### src/design/contact_output_consts.svh
// Constants for the contact output condition selector
`ifndef CONTACT_OUTPUT_CONSTS_SVH
`define CONTACT_OUTPUT_CONSTS_SVH

// ***************************
// Register offsets
// ***************************
`define CTRL_OFFSET 12'h000
`define STATUS_OFFSET 12'h004
`define FIRST_CFG_OFFSET 12'h008
`define SECOND_CFG_OFFSET 12'h00C
`define TSO_OFFSET 12'h010
`define CLEAR_OFFSET 12'h014

// ***************************
// Field positions
// ***************************
`define CFG_SEL_LSB 0
`define CFG_POL_BIT 3
`define CFG_LOW_LSB 8
`define CFG_HIGH_LSB 20
`define CTRL_READY_BIT 0
`define CTRL_ESD_BIT 1
`define CLEAR_STATUS_BIT 0
`define CLEAR_FAILSAFE_BIT 1

// ***************************
// Reset values
// ***************************
`define SEL_RESET 3'h0
`define POL_RESET 1'h0
`define LIMIT_RESET 12'h000
`define TSO_RESET 12'h000

`endif

### src/design/contact_output_pkg.sv
// Types for the contact output condition selector
package contact_output_pkg;

  typedef enum logic [2:0] {
    SEL_NORMAL = 3'h0,
    SEL_FAILSAFE = 3'h1,
    SEL_RESET_LATCH = 3'h2,
    SEL_POS_ERROR = 3'h3,
    SEL_TIGHT_SHUTOFF = 3'h4,
    SEL_LOW_LIMIT = 3'h5,
    SEL_HIGH_LIMIT = 3'h6,
    SEL_MANUAL = 3'h7
  } select_type;

  typedef struct packed {
    logic [11:0] high_limit;
    logic [11:0] low_limit;
    logic polarity;
    select_type sel;
  } contact_cfg_type;

  typedef struct packed {
    logic failsafe;
    logic reset_seen;
    logic pos_error;
    logic tight_shutoff;
    logic manual;
  } condition_type;

endpackage : contact_output_pkg

### src/design/contact_output_condition_select.sv
// Two contact outputs each driven by a selectable device condition
// How it works
// - Two identical contact outputs, each condition-driven
// - Emergency variant: only one output is selectable
// - Code 0 holds contact closed; power-up default
// - Code 1 follows failsafe mode
// - Code 2 latches on reset until cleared
// - Code 3 follows position error
// - Code 4: tight shutoff on, position below threshold
// - Code 5: position below output low limit
// - Code 6: position above output high limit
// - Code 7 follows manual mode
// - Open unpowered; polarity chosen after boot
// - Failsafe persists until cause cleared and reset
`include "contact_output_consts.svh"
`timescale 1ns/1ps
`default_nettype none

module contact_output_condition_select
  import contact_output_pkg::*;
(
  // Clock and reset
  input wire logic sys_clk,
  input wire logic rstn,
  // APB slave
  input wire logic psel,
  input wire logic penable,
  input wire logic pwrite,
  input wire logic [11:0] paddr,
  input wire logic [31:0] pwdata,
  output logic [31:0] prdata,
  output logic pready,
  output logic pslverr,
  // Device condition inputs, asynchronous
  input wire logic failsafe_cause,
  input wire logic pos_error_in,
  input wire logic tight_shutoff_on,
  input wire logic manual_mode,
  input wire logic [11:0] valve_position,
  input wire logic esd_variant,
  // Contacts, high means closed
  output logic first_contact_output,
  output logic second_contact_output
);

  // ***************************
  // Reset and input synchronisers
  // ***************************
  logic rst_meta, rst_sync;
  always_ff @(posedge sys_clk or negedge rstn) begin
    if (!rstn) begin
      rst_meta <= 1'b0;
      rst_sync <= 1'b0;
    end else begin
      rst_meta <= 1'b1;
      rst_sync <= rst_meta;
    end
  end

  logic [4:0] cond_meta, cond_sync;
  logic [11:0] pos_meta, pos_sync;
  always_ff @(posedge sys_clk or negedge rst_sync) begin
    if (!rst_sync) begin
      cond_meta <= 5'h0;
      cond_sync <= 5'h0;
      pos_meta <= 12'h000;
      pos_sync <= 12'h000;
    end else begin
      cond_meta <= {esd_variant, failsafe_cause, pos_error_in, tight_shutoff_on, manual_mode};
      cond_sync <= cond_meta;
      pos_meta <= valve_position;
      pos_sync <= pos_meta;
    end
  end

  // ***************************
  // Register file
  // ***************************
  logic ready;
  logic esd_sync;
  contact_cfg_type cfg [2];
  logic [11:0] tso_threshold;
  logic wr_en, rd_en;
  logic clear_status, clear_failsafe;
  logic addr_ok;

  assign esd_sync = cond_sync[4];
  assign wr_en = psel && penable && pwrite;
  assign rd_en = psel && penable && !pwrite;
  assign pready = 1'b1;
  assign addr_ok = (paddr == `CTRL_OFFSET) || (paddr == `STATUS_OFFSET) ||
                   (paddr == `FIRST_CFG_OFFSET) || (paddr == `SECOND_CFG_OFFSET) ||
                   (paddr == `TSO_OFFSET) || (paddr == `CLEAR_OFFSET);
  assign pslverr = psel && penable && !addr_ok;
  assign clear_status = wr_en && (paddr == `CLEAR_OFFSET) && pwdata[`CLEAR_STATUS_BIT];
  assign clear_failsafe = wr_en && (paddr == `CLEAR_OFFSET) && pwdata[`CLEAR_FAILSAFE_BIT];

  always_ff @(posedge sys_clk or negedge rst_sync) begin
    if (!rst_sync) begin
      ready <= 1'b0;
    end else if (wr_en && paddr == `CTRL_OFFSET) begin
      ready <= pwdata[`CTRL_READY_BIT];
    end
  end

  always_ff @(posedge sys_clk or negedge rst_sync) begin
    if (!rst_sync) begin
      for (int i = 0; i < 2; i++) begin
        cfg[i].sel <= select_type'(`SEL_RESET);
        cfg[i].polarity <= `POL_RESET;
        cfg[i].low_limit <= `LIMIT_RESET;
        cfg[i].high_limit <= `LIMIT_RESET;
      end
    end else if (wr_en) begin
      if (paddr == `FIRST_CFG_OFFSET) begin
        cfg[0].sel <= select_type'(pwdata[`CFG_SEL_LSB +: 3]);
        cfg[0].polarity <= pwdata[`CFG_POL_BIT];
        cfg[0].low_limit <= pwdata[`CFG_LOW_LSB +: 12];
        cfg[0].high_limit <= pwdata[`CFG_HIGH_LSB +: 12];
      end
      // second output fixed on emergency variant
      if (paddr == `SECOND_CFG_OFFSET && !esd_sync) begin
        cfg[1].sel <= select_type'(pwdata[`CFG_SEL_LSB +: 3]);
        cfg[1].polarity <= pwdata[`CFG_POL_BIT];
        cfg[1].low_limit <= pwdata[`CFG_LOW_LSB +: 12];
        cfg[1].high_limit <= pwdata[`CFG_HIGH_LSB +: 12];
      end
    end
  end

  always_ff @(posedge sys_clk or negedge rst_sync) begin
    if (!rst_sync) begin
      tso_threshold <= `TSO_RESET;
    end else if (wr_en && paddr == `TSO_OFFSET) begin
      tso_threshold <= pwdata[11:0];
    end
  end

  // ***************************
  // Device conditions
  // ***************************
  condition_type cond;
  logic failsafe_latch, reset_latch;

  // failsafe held until cause gone and cleared
  always_ff @(posedge sys_clk or negedge rst_sync) begin
    if (!rst_sync) begin
      failsafe_latch <= 1'b0;
    end else if (cond_sync[3]) begin
      failsafe_latch <= 1'b1;
    end else if (clear_failsafe) begin
      failsafe_latch <= 1'b0;
    end
  end

  // reset flag latched until status cleared
  always_ff @(posedge sys_clk or negedge rst_sync) begin
    if (!rst_sync) begin
      reset_latch <= 1'b1;
    end else if (clear_status) begin
      reset_latch <= 1'b0;
    end
  end

  always_comb begin
    cond.failsafe = failsafe_latch;
    cond.reset_seen = reset_latch;
    cond.pos_error = cond_sync[2];
    cond.tight_shutoff = cond_sync[1] && (pos_sync < tso_threshold);
    cond.manual = cond_sync[0];
  end

  // ***************************
  // Condition selection
  // ***************************
  logic [1:0] asserted;
  logic [1:0] next_contact;
  logic [1:0] contact;

  always_comb begin
    for (int i = 0; i < 2; i++) begin
      asserted[i] = 1'b0;
      unique case (cfg[i].sel)
        SEL_NORMAL: asserted[i] = 1'b0;
        SEL_FAILSAFE: asserted[i] = cond.failsafe;
        SEL_RESET_LATCH: asserted[i] = cond.reset_seen;
        SEL_POS_ERROR: asserted[i] = cond.pos_error;
        SEL_TIGHT_SHUTOFF: asserted[i] = cond.tight_shutoff;
        SEL_LOW_LIMIT: asserted[i] = pos_sync < cfg[i].low_limit;
        SEL_HIGH_LIMIT: asserted[i] = pos_sync > cfg[i].high_limit;
        SEL_MANUAL: asserted[i] = cond.manual;
      endcase
      // code 0 rests closed; polarity picks closed or open
      if (!ready) begin
        next_contact[i] = 1'b0;
      end else if (cfg[i].sel == SEL_NORMAL) begin
        next_contact[i] = 1'b1;
      end else begin
        next_contact[i] = asserted[i] ? cfg[i].polarity : !cfg[i].polarity;
      end
    end
  end

  always_ff @(posedge sys_clk or negedge rst_sync) begin
    if (!rst_sync) begin
      contact <= 2'b00;
    end else begin
      contact <= next_contact;
    end
  end

  assign first_contact_output = contact[0];
  assign second_contact_output = contact[1];

  // ***************************
  // APB read data
  // ***************************
  always_ff @(posedge sys_clk or negedge rst_sync) begin
    if (!rst_sync) begin
      prdata <= 32'h0000_0000;
    end else if (psel && !penable && !pwrite) begin
      unique case (paddr)
        `CTRL_OFFSET: prdata <= {30'h0, esd_sync, ready};
        `STATUS_OFFSET: prdata <= {13'h0, pos_sync, contact, cond.failsafe, cond.reset_seen,
                                   cond.pos_error, cond.tight_shutoff, cond.manual};
        `FIRST_CFG_OFFSET: prdata <= {cfg[0].high_limit, cfg[0].low_limit, 4'h0, cfg[0].polarity, cfg[0].sel};
        `SECOND_CFG_OFFSET: prdata <= {cfg[1].high_limit, cfg[1].low_limit, 4'h0, cfg[1].polarity, cfg[1].sel};
        `TSO_OFFSET: prdata <= {20'h0, tso_threshold};
        default: prdata <= 32'h0000_0000;
      endcase
    end
  end

  // ***************************
  // Checks
  // ***************************
  // open before boot
  unpowered_open_a: assert property (@(posedge sys_clk) disable iff (!rst_sync)
    !ready |=> !first_contact_output && !second_contact_output)
    else $error("Contact closed before boot done");
  normal_closed_a: assert property (@(posedge sys_clk) disable iff (!rst_sync)
    ready && cfg[0].sel == SEL_NORMAL |=> first_contact_output)
    else $error("Normal selection not closed");
  failsafe_hold_a: assert property (@(posedge sys_clk) disable iff (!rst_sync)
    failsafe_latch && !clear_failsafe |=> failsafe_latch)
    else $error("Failsafe dropped without clear");
  reset_latch_a: assert property (@(posedge sys_clk) disable iff (!rst_sync)
    reset_latch && !clear_status |=> reset_latch)
    else $error("Reset flag dropped without clear");
  low_limit_a: assert property (@(posedge sys_clk) disable iff (!rst_sync)
    ready && cfg[0].sel == SEL_LOW_LIMIT && pos_sync < cfg[0].low_limit
    |=> first_contact_output == $past(cfg[0].polarity))
    else $error("Low limit contact wrong");
  high_limit_a: assert property (@(posedge sys_clk) disable iff (!rst_sync)
    ready && cfg[1].sel == SEL_HIGH_LIMIT && pos_sync > cfg[1].high_limit
    |=> second_contact_output == $past(cfg[1].polarity))
    else $error("High limit contact wrong");
  esd_fixed_a: assert property (@(posedge sys_clk) disable iff (!rst_sync)
    esd_sync && $past(esd_sync) |-> $stable(cfg[1].sel))
    else $error("Second output changed on emergency variant");
  manual_mode_a: assert property (@(posedge sys_clk) disable iff (!rst_sync)
    ready && cfg[0].sel == SEL_MANUAL && cond_sync[0] |=> first_contact_output == $past(cfg[0].polarity))
    else $error("Manual contact wrong");
  tso_a: assert property (@(posedge sys_clk) disable iff (!rst_sync)
    ready && cfg[0].sel == SEL_TIGHT_SHUTOFF && !cond_sync[1] |=> first_contact_output != $past(cfg[0].polarity))
    else $error("Shutoff contact active while disabled");
  second_normal_a: assert property (@(posedge sys_clk) disable iff (!rst_sync)
    ready && cfg[1].sel == SEL_NORMAL |=> second_contact_output)
    else $error("Second normal selection not closed");
  failsafe_contact_a: assert property (@(posedge sys_clk) disable iff (!rst_sync)
    ready && cfg[0].sel == SEL_FAILSAFE && failsafe_latch |=> first_contact_output == $past(cfg[0].polarity))
    else $error("Failsafe contact wrong");
  pos_error_a: assert property (@(posedge sys_clk) disable iff (!rst_sync)
    ready && cfg[0].sel == SEL_POS_ERROR && cond_sync[2] |=> first_contact_output == $past(cfg[0].polarity))
    else $error("Position error contact wrong");
  reset_contact_a: assert property (@(posedge sys_clk) disable iff (!rst_sync)
    ready && cfg[0].sel == SEL_RESET_LATCH && reset_latch |=> first_contact_output == $past(cfg[0].polarity))
    else $error("Reset contact wrong");
  reset_clear_a: assert property (@(posedge sys_clk) disable iff (!rst_sync)
    clear_status |=> !reset_latch)
    else $error("Reset flag not cleared");
  tso_active_a: assert property (@(posedge sys_clk) disable iff (!rst_sync)
    ready && cfg[0].sel == SEL_TIGHT_SHUTOFF && cond.tight_shutoff
    |=> first_contact_output == $past(cfg[0].polarity))
    else $error("Shutoff contact not active");
  contact_follow_a: assert property (@(posedge sys_clk) disable iff (!rst_sync)
    1'b1 |=> {second_contact_output, first_contact_output} == $past(next_contact))
    else $error("Contact not updated from its condition");
  failsafe_set_a: assert property (@(posedge sys_clk) disable iff (!rst_sync)
    cond_sync[3] |=> failsafe_latch)
    else $error("Failsafe not entered");
  failsafe_clear_a: assert property (@(posedge sys_clk) disable iff (!rst_sync)
    clear_failsafe && !cond_sync[3] |=> !failsafe_latch)
    else $error("Failsafe not cleared");
  esd_write_a: assert property (@(posedge sys_clk) disable iff (!rst_sync)
    esd_sync && wr_en && paddr == `SECOND_CFG_OFFSET |=> $stable(cfg[1]))
    else $error("Second settings written on emergency variant");
  inverse_idle_a: assert property (@(posedge sys_clk) disable iff (!rst_sync)
    ready && cfg[0].sel != SEL_NORMAL && !asserted[0] |=> first_contact_output == !$past(cfg[0].polarity))
    else $error("Idle contact polarity wrong");
  low_idle_a: assert property (@(posedge sys_clk) disable iff (!rst_sync)
    ready && cfg[0].sel == SEL_LOW_LIMIT && pos_sync >= cfg[0].low_limit
    |=> first_contact_output != $past(cfg[0].polarity))
    else $error("Low limit contact active above limit");
  high_idle_a: assert property (@(posedge sys_clk) disable iff (!rst_sync)
    ready && cfg[1].sel == SEL_HIGH_LIMIT && pos_sync <= cfg[1].high_limit
    |=> second_contact_output != $past(cfg[1].polarity))
    else $error("High limit contact active below limit");
  manual_second_a: assert property (@(posedge sys_clk) disable iff (!rst_sync)
    ready && cfg[1].sel == SEL_MANUAL && cond_sync[0] |=> second_contact_output == $past(cfg[1].polarity))
    else $error("Second manual contact wrong");

endmodule : contact_output_condition_select

`default_nettype wire

### config.mk
export PLATFORM = sky130hd
export DESIGN_NAME = contact_output_condition_select
export DESIGN_NICKNAME = d
export VERILOG_FILES = /design/src/design/contact_output_pkg.sv /design/src/design/contact_output_condition_select.sv
export VERILOG_INCLUDE_DIRS = /design/src /design/src/design
export SDC_FILE = /design/constraint.sdc
export NUM_CORES = 1
export LEC_CHECK = 0
export BUFFER_PORTS_ARGS = -buffer_cell sky130_fd_sc_hd__clkbuf_2
export CAP_MARGIN = 20
export CORE_MARGIN = 8
export CORE_UTILIZATION = 35
export DETAILED_ROUTE_END_ITERATION = 7
export SLEW_MARGIN = 30
export SYNTH_ARGS = -nofsm -noshare
export SYNTH_HDL_FRONTEND = slang
export SYNTH_SLANG_ARGS = --single-unit
### constraint.sdc
create_clock -name sys_clk -period 7.5 [get_ports sys_clk]
set_clock_uncertainty 0.1 [all_clocks]
set_input_delay 0.375 -clock sys_clk [delete_from_list [all_inputs] [get_ports sys_clk]]
set_output_delay 0.375 -clock sys_clk [all_outputs]
set_load 0.01 [all_outputs]
==> impl_metrics.toml <==
[synthesis]
synth_top_flop_cell = "sky130_fd_sc_hd__dfrtp_1"
synth_largest_type_area_fraction = 0.504
netlist_top_cells_area = "sky130_fd_sc_hd__dfrtp_1, sky130_fd_sc_hd__ha_1, sky130_fd_sc_hd__mux2_2, sky130_fd_sc_hd__mux2_4, sky130_fd_sc_hd__o21ai_0"
synth.cell_area_um2 = 6950
synth.distinct_cells = 54
async_reset_ff_frac = 1.00
syn-instance-count = 613
flop_and_latch_count_out_of_synthesis = 141
syn-mean-instance-area_um2 = 11.3
yosysSeqAreaShare = 0.508
synth_enable_flop_cells = 0
most_area_hungry_cell_type_in_the_yosys_netlist = "sky130_fd_sc_hd__dfrtp_1"
synth-warning-count = 0

[floorplan]
floorplan.die_area_um2 = 24600
initial_core_util = 0.357
count_of_standard_cell_rows = 51
floorplan.core_area_um2 = 19500
num_io_pins = 102
dieHeight_um = 157
dieWidth_um = 157

[route]
first_pass_drt_iterations = 5
drt.antenna.violating_nets = 0
drt_iter0_markers = 403
drt-total-wl_mm = 18.3
route.detailed.wl_per_inst_um = 18.1
number_of_design_rule_violations_left_after_detail_routing = 0
via_count = 5118
vias_per_cell = 5.06

[pwr]
share_seq_of_total_power = 0.476
p_clk_frac = 0.476
powerDensity_nw_per_um2 = 196
sw_frac = 0.233
post-layout-total-power_uw = 1660
ir_worst_vdd_mv = 0.157
comb_power_frac = 0.049
cell_internal_pwr_uw = 1270
cellLeakagePower_uw = 0.00397
p_sw_uw = 387

[worst_setup_path]
worst_ep_arrival_time_ns = 2.91
startpoint_to_endpoint_class_of_the_critical_path = "flop to flop"
crit_path_end_kind = "flop"
crit_slowest_cell = "sky130_fd_sc_hd__dfrtp_1"
cp_cell_sequence = "inv_1 -> ha_1 -> nand4_1 -> or3b_2 -> a2111oi_0 -> a2111oi_0 -> o311ai_0 -> o32a_1 -> a21boi_1"
cp_data_required_time_ns = 7.70
start_kind = "flop"
crit_path_max_incr_delay_ns = 0.51
cpMostUsedCell = "sky130_fd_sc_hd__a2111oi_0"
critical_path_peak_fanout = 5

[timing]
max-slew-margin-rel = 0.407
worst-slew-pin-transition_ns = 0.886
final.setup.tns_ns = 0
worst_hold_slack_ns = 0.0731
period_minus_slack_ns = 2.71
rsz0062_at_grt = "no"
timing.final.max_slew_violations = 0
final_hold_viol_count = 0
finalSetupViolCount = 0
final_min_period_over_clock_period = 0.361
max_freq_ghz = 0.369

[cts]
clock_sinks = 141
worstSkewPairLatency_ns = 0.42
clock_pin_slew_worst_setup_and_hold_paths_ns = 0.06
root_buffer = "sky130_fd_sc_hd__clkbuf_16"
htree_num_levels = 4
cts_made_buffers = 17
cts_tree = "yes"
worst_case_clock_buffer_depth = 2

[final_layout]
drive_gt1_frac = 0.280
layout.nets = 856
post_route_cell_area_um2 = 8470
antenna_cells = 0
fillCellCount = 1856
area_delta_synth_final_pct = 21.9

[worst_hold_path]
hold_path_class = "primary input to flop"

[global_route]
grt_first_pass_wirelength_mm = 30.1
global_route.usage.total = 0.158
pin_count_of_the_biggest_net_entering_global_routing = 79
number_of_global_route_vias_before_repair = 5386
grt_antenna_before_repair = 0
grt.overflow.total = 0

[placement]
dpl.hpwl_mm = 13.2
detailed_place.area_um2 = 7730
portBuffers = 100
gp_congestion = 0.803

[run]
max_cap_violations = 0

[status]
outcome = "finished clean"
==> per-layer routing <==
layer  vias to the layer above  track usage  part of all wire
met5                         -            0                 0
met4                         0       0.0430             0.011
met3                        14       0.0403             0.043
met2                       103        0.263              0.49
met1                      2570        0.200              0.46
li1                       2431            -                 -
==> kinds of logic after synthesis <==
kind of cell,Yosys count,synth area share
flops,141,0.508
buf+inv,84,0.0497
xor+xnor,1,0.00126
other cells,1,0.000540
fa+ha+maj,57,0.103
mux,62,0.111
simple gates,123,0.0903
compound gates,144,0.136
==> critical path: cells and delay by family (launching register included) <==
| family | cells | cell delay [ns] |
|---|---|---|
| DFF | 1 | 0.51 |
| buffers and inverters | 1 | 0.12 |
| AOI/OAI and AO/OA | 5 | 1.00 |
| adders and majority gates | 1 | 0.31 |
| and+or+nand+nor | 2 | 0.55 |
==> through the flow <==
stage          std cells  utilization  worst slack [ns]
4_1_cts             1011        0.435              4.81
3_3_place_gp         961        0.397              4.78
3_5_place_dp         961        0.397              4.75
6_report            1011        0.435              4.79
5_1_grt             1011        0.435              4.63
2_1_floorplan        614            -              3.18
==> state kept, by name, summed over array words and instances (netlist names), 2 cells and up <==
register,count
cfg,56
pos_sync,12
cond_meta,5
tso_threshold,12
cond_sync,5
prdata,32
contact,2
pos_meta,12
==> repair_timing <==
action | 4_1_cts | 5_1_grt
setup buffers | 0 | 0
hold endpoints to repair | 19 | 0
hold buffers | 18 | 0
setup endpoints to repair | 0 | 0
resized for setup | 0 | 0
==> worst paths after layout <==
kind / slack (ns) / to / startpoint / cells past startpoint
max in group asynchronous: 5.81 / cfg[4]$_DFFE_PN0P_ / rst_sync$_DFF_PN0_ / 1
min in group asynchronous: 0.18 / rst_sync$_DFF_PN0_ / rstn / 2
worst min register to register: 0.25 / cond_sync[4]$_DFF_PN0_ / cond_meta[4]$_DFF_PN0_ / 0
worst max register to register: 4.79 / contact[0]$_DFF_PN0_ / pos_sync[0]$_DFF_PN0_ / 9
worst max-delay path: 4.79 / contact[0]$_DFF_PN0_ / pos_sync[0]$_DFF_PN0_ / 9
worst min-delay path: 0.07 / tso_threshold[7]$_DFFE_PN0P_ / pwdata[7] / 3
==> area by class of cell <==
class                      instances  area [um^2]  share of cell area
clock inverter                    13          119              0.0140
timing repair buffer             126          744              0.0879
inverter                          58          218              0.0257
clock buffer                      19          443              0.0523
tap                              265          332              0.0391
multi-input combinational        389         3080               0.364
sequential                       141         3530               0.417
==> cells in the mapped netlist, types with 2 or more instances <==
cell and instances:
sky130_fd_sc_hd__nand3_1 6, sky130_fd_sc_hd__a221o_1 2, sky130_fd_sc_hd__o21ai_0 51, sky130_fd_sc_hd__nand4_1 11
sky130_fd_sc_hd__a21o_1 6, sky130_fd_sc_hd__a22oi_1 18, sky130_fd_sc_hd__nor3_1 7, sky130_fd_sc_hd__a2111oi_0 2
sky130_fd_sc_hd__a222oi_1 13, sky130_fd_sc_hd__dfrtp_1 140, sky130_fd_sc_hd__buf_6 2, sky130_fd_sc_hd__buf_2 6
sky130_fd_sc_hd__nand2_1 59, sky130_fd_sc_hd__ha_1 57, sky130_fd_sc_hd__o211ai_1 5, sky130_fd_sc_hd__mux2_4 20
sky130_fd_sc_hd__nor2_1 12, sky130_fd_sc_hd__inv_1 58, sky130_fd_sc_hd__nor4bb_1 4, sky130_fd_sc_hd__clkbuf_1 15
sky130_fd_sc_hd__nor2b_1 6, sky130_fd_sc_hd__mux2_2 41, sky130_fd_sc_hd__or3b_1 2, sky130_fd_sc_hd__a21oi_1 22
sky130_fd_sc_hd__o21a_1 2, sky130_fd_sc_hd__buf_4 2, sky130_fd_sc_hd__nand2b_1 5, sky130_fd_sc_hd__nor4_1 3
sky130_fd_sc_hd__o311ai_0 2, sky130_fd_sc_hd__a211oi_1 4, sky130_fd_sc_hd__a21boi_0 7
==> cell usage in the layout (no fill, tap or decap), types with 4 or more instances in the layout <==
cell type	Yosys	layout
sky130_fd_sc_hd__a211oi_1	4	4
sky130_fd_sc_hd__a21boi_0	7	7
sky130_fd_sc_hd__a21o_1	6	6
sky130_fd_sc_hd__a21oi_1	22	22
sky130_fd_sc_hd__a222oi_1	13	13
sky130_fd_sc_hd__a22oi_1	18	18
sky130_fd_sc_hd__buf_4	2	7
sky130_fd_sc_hd__clkbuf_16	0	17
sky130_fd_sc_hd__clkbuf_2	0	100
sky130_fd_sc_hd__clkinv_4	0	4
sky130_fd_sc_hd__clkinvlp_4	0	4
sky130_fd_sc_hd__dfrtp_1	140	139
sky130_fd_sc_hd__dlygate4sd3_1	0	18
sky130_fd_sc_hd__ha_1	57	57
sky130_fd_sc_hd__inv_1	58	58
sky130_fd_sc_hd__mux2_2	41	41
sky130_fd_sc_hd__mux2_4	20	20
sky130_fd_sc_hd__nand2_1	59	59
sky130_fd_sc_hd__nand2b_1	5	5
sky130_fd_sc_hd__nand3_1	6	6
sky130_fd_sc_hd__nand4_1	11	11
sky130_fd_sc_hd__nor2_1	12	12
sky130_fd_sc_hd__nor2b_1	6	6
sky130_fd_sc_hd__nor3_1	7	6
sky130_fd_sc_hd__nor4bb_1	4	4
sky130_fd_sc_hd__o211ai_1	5	5
sky130_fd_sc_hd__o21ai_0	51	51
==> power groups by stage <==
stage | Combinational, uW | Sequential (uW) | Clock, uW
6_report | 80.7 | 791 | 790
5_1_grt | 92.8 | 793 | 845
4_1_cts | 81.9 | 791 | 812
3_5_place_dp | 74.2 | 805 | 0
3_3_place_gp | 73.4 | 805 | 0
2_1_floorplan | 35.0 | 802 | 0
Note: power is estimated with default switching activity, not from simulation.
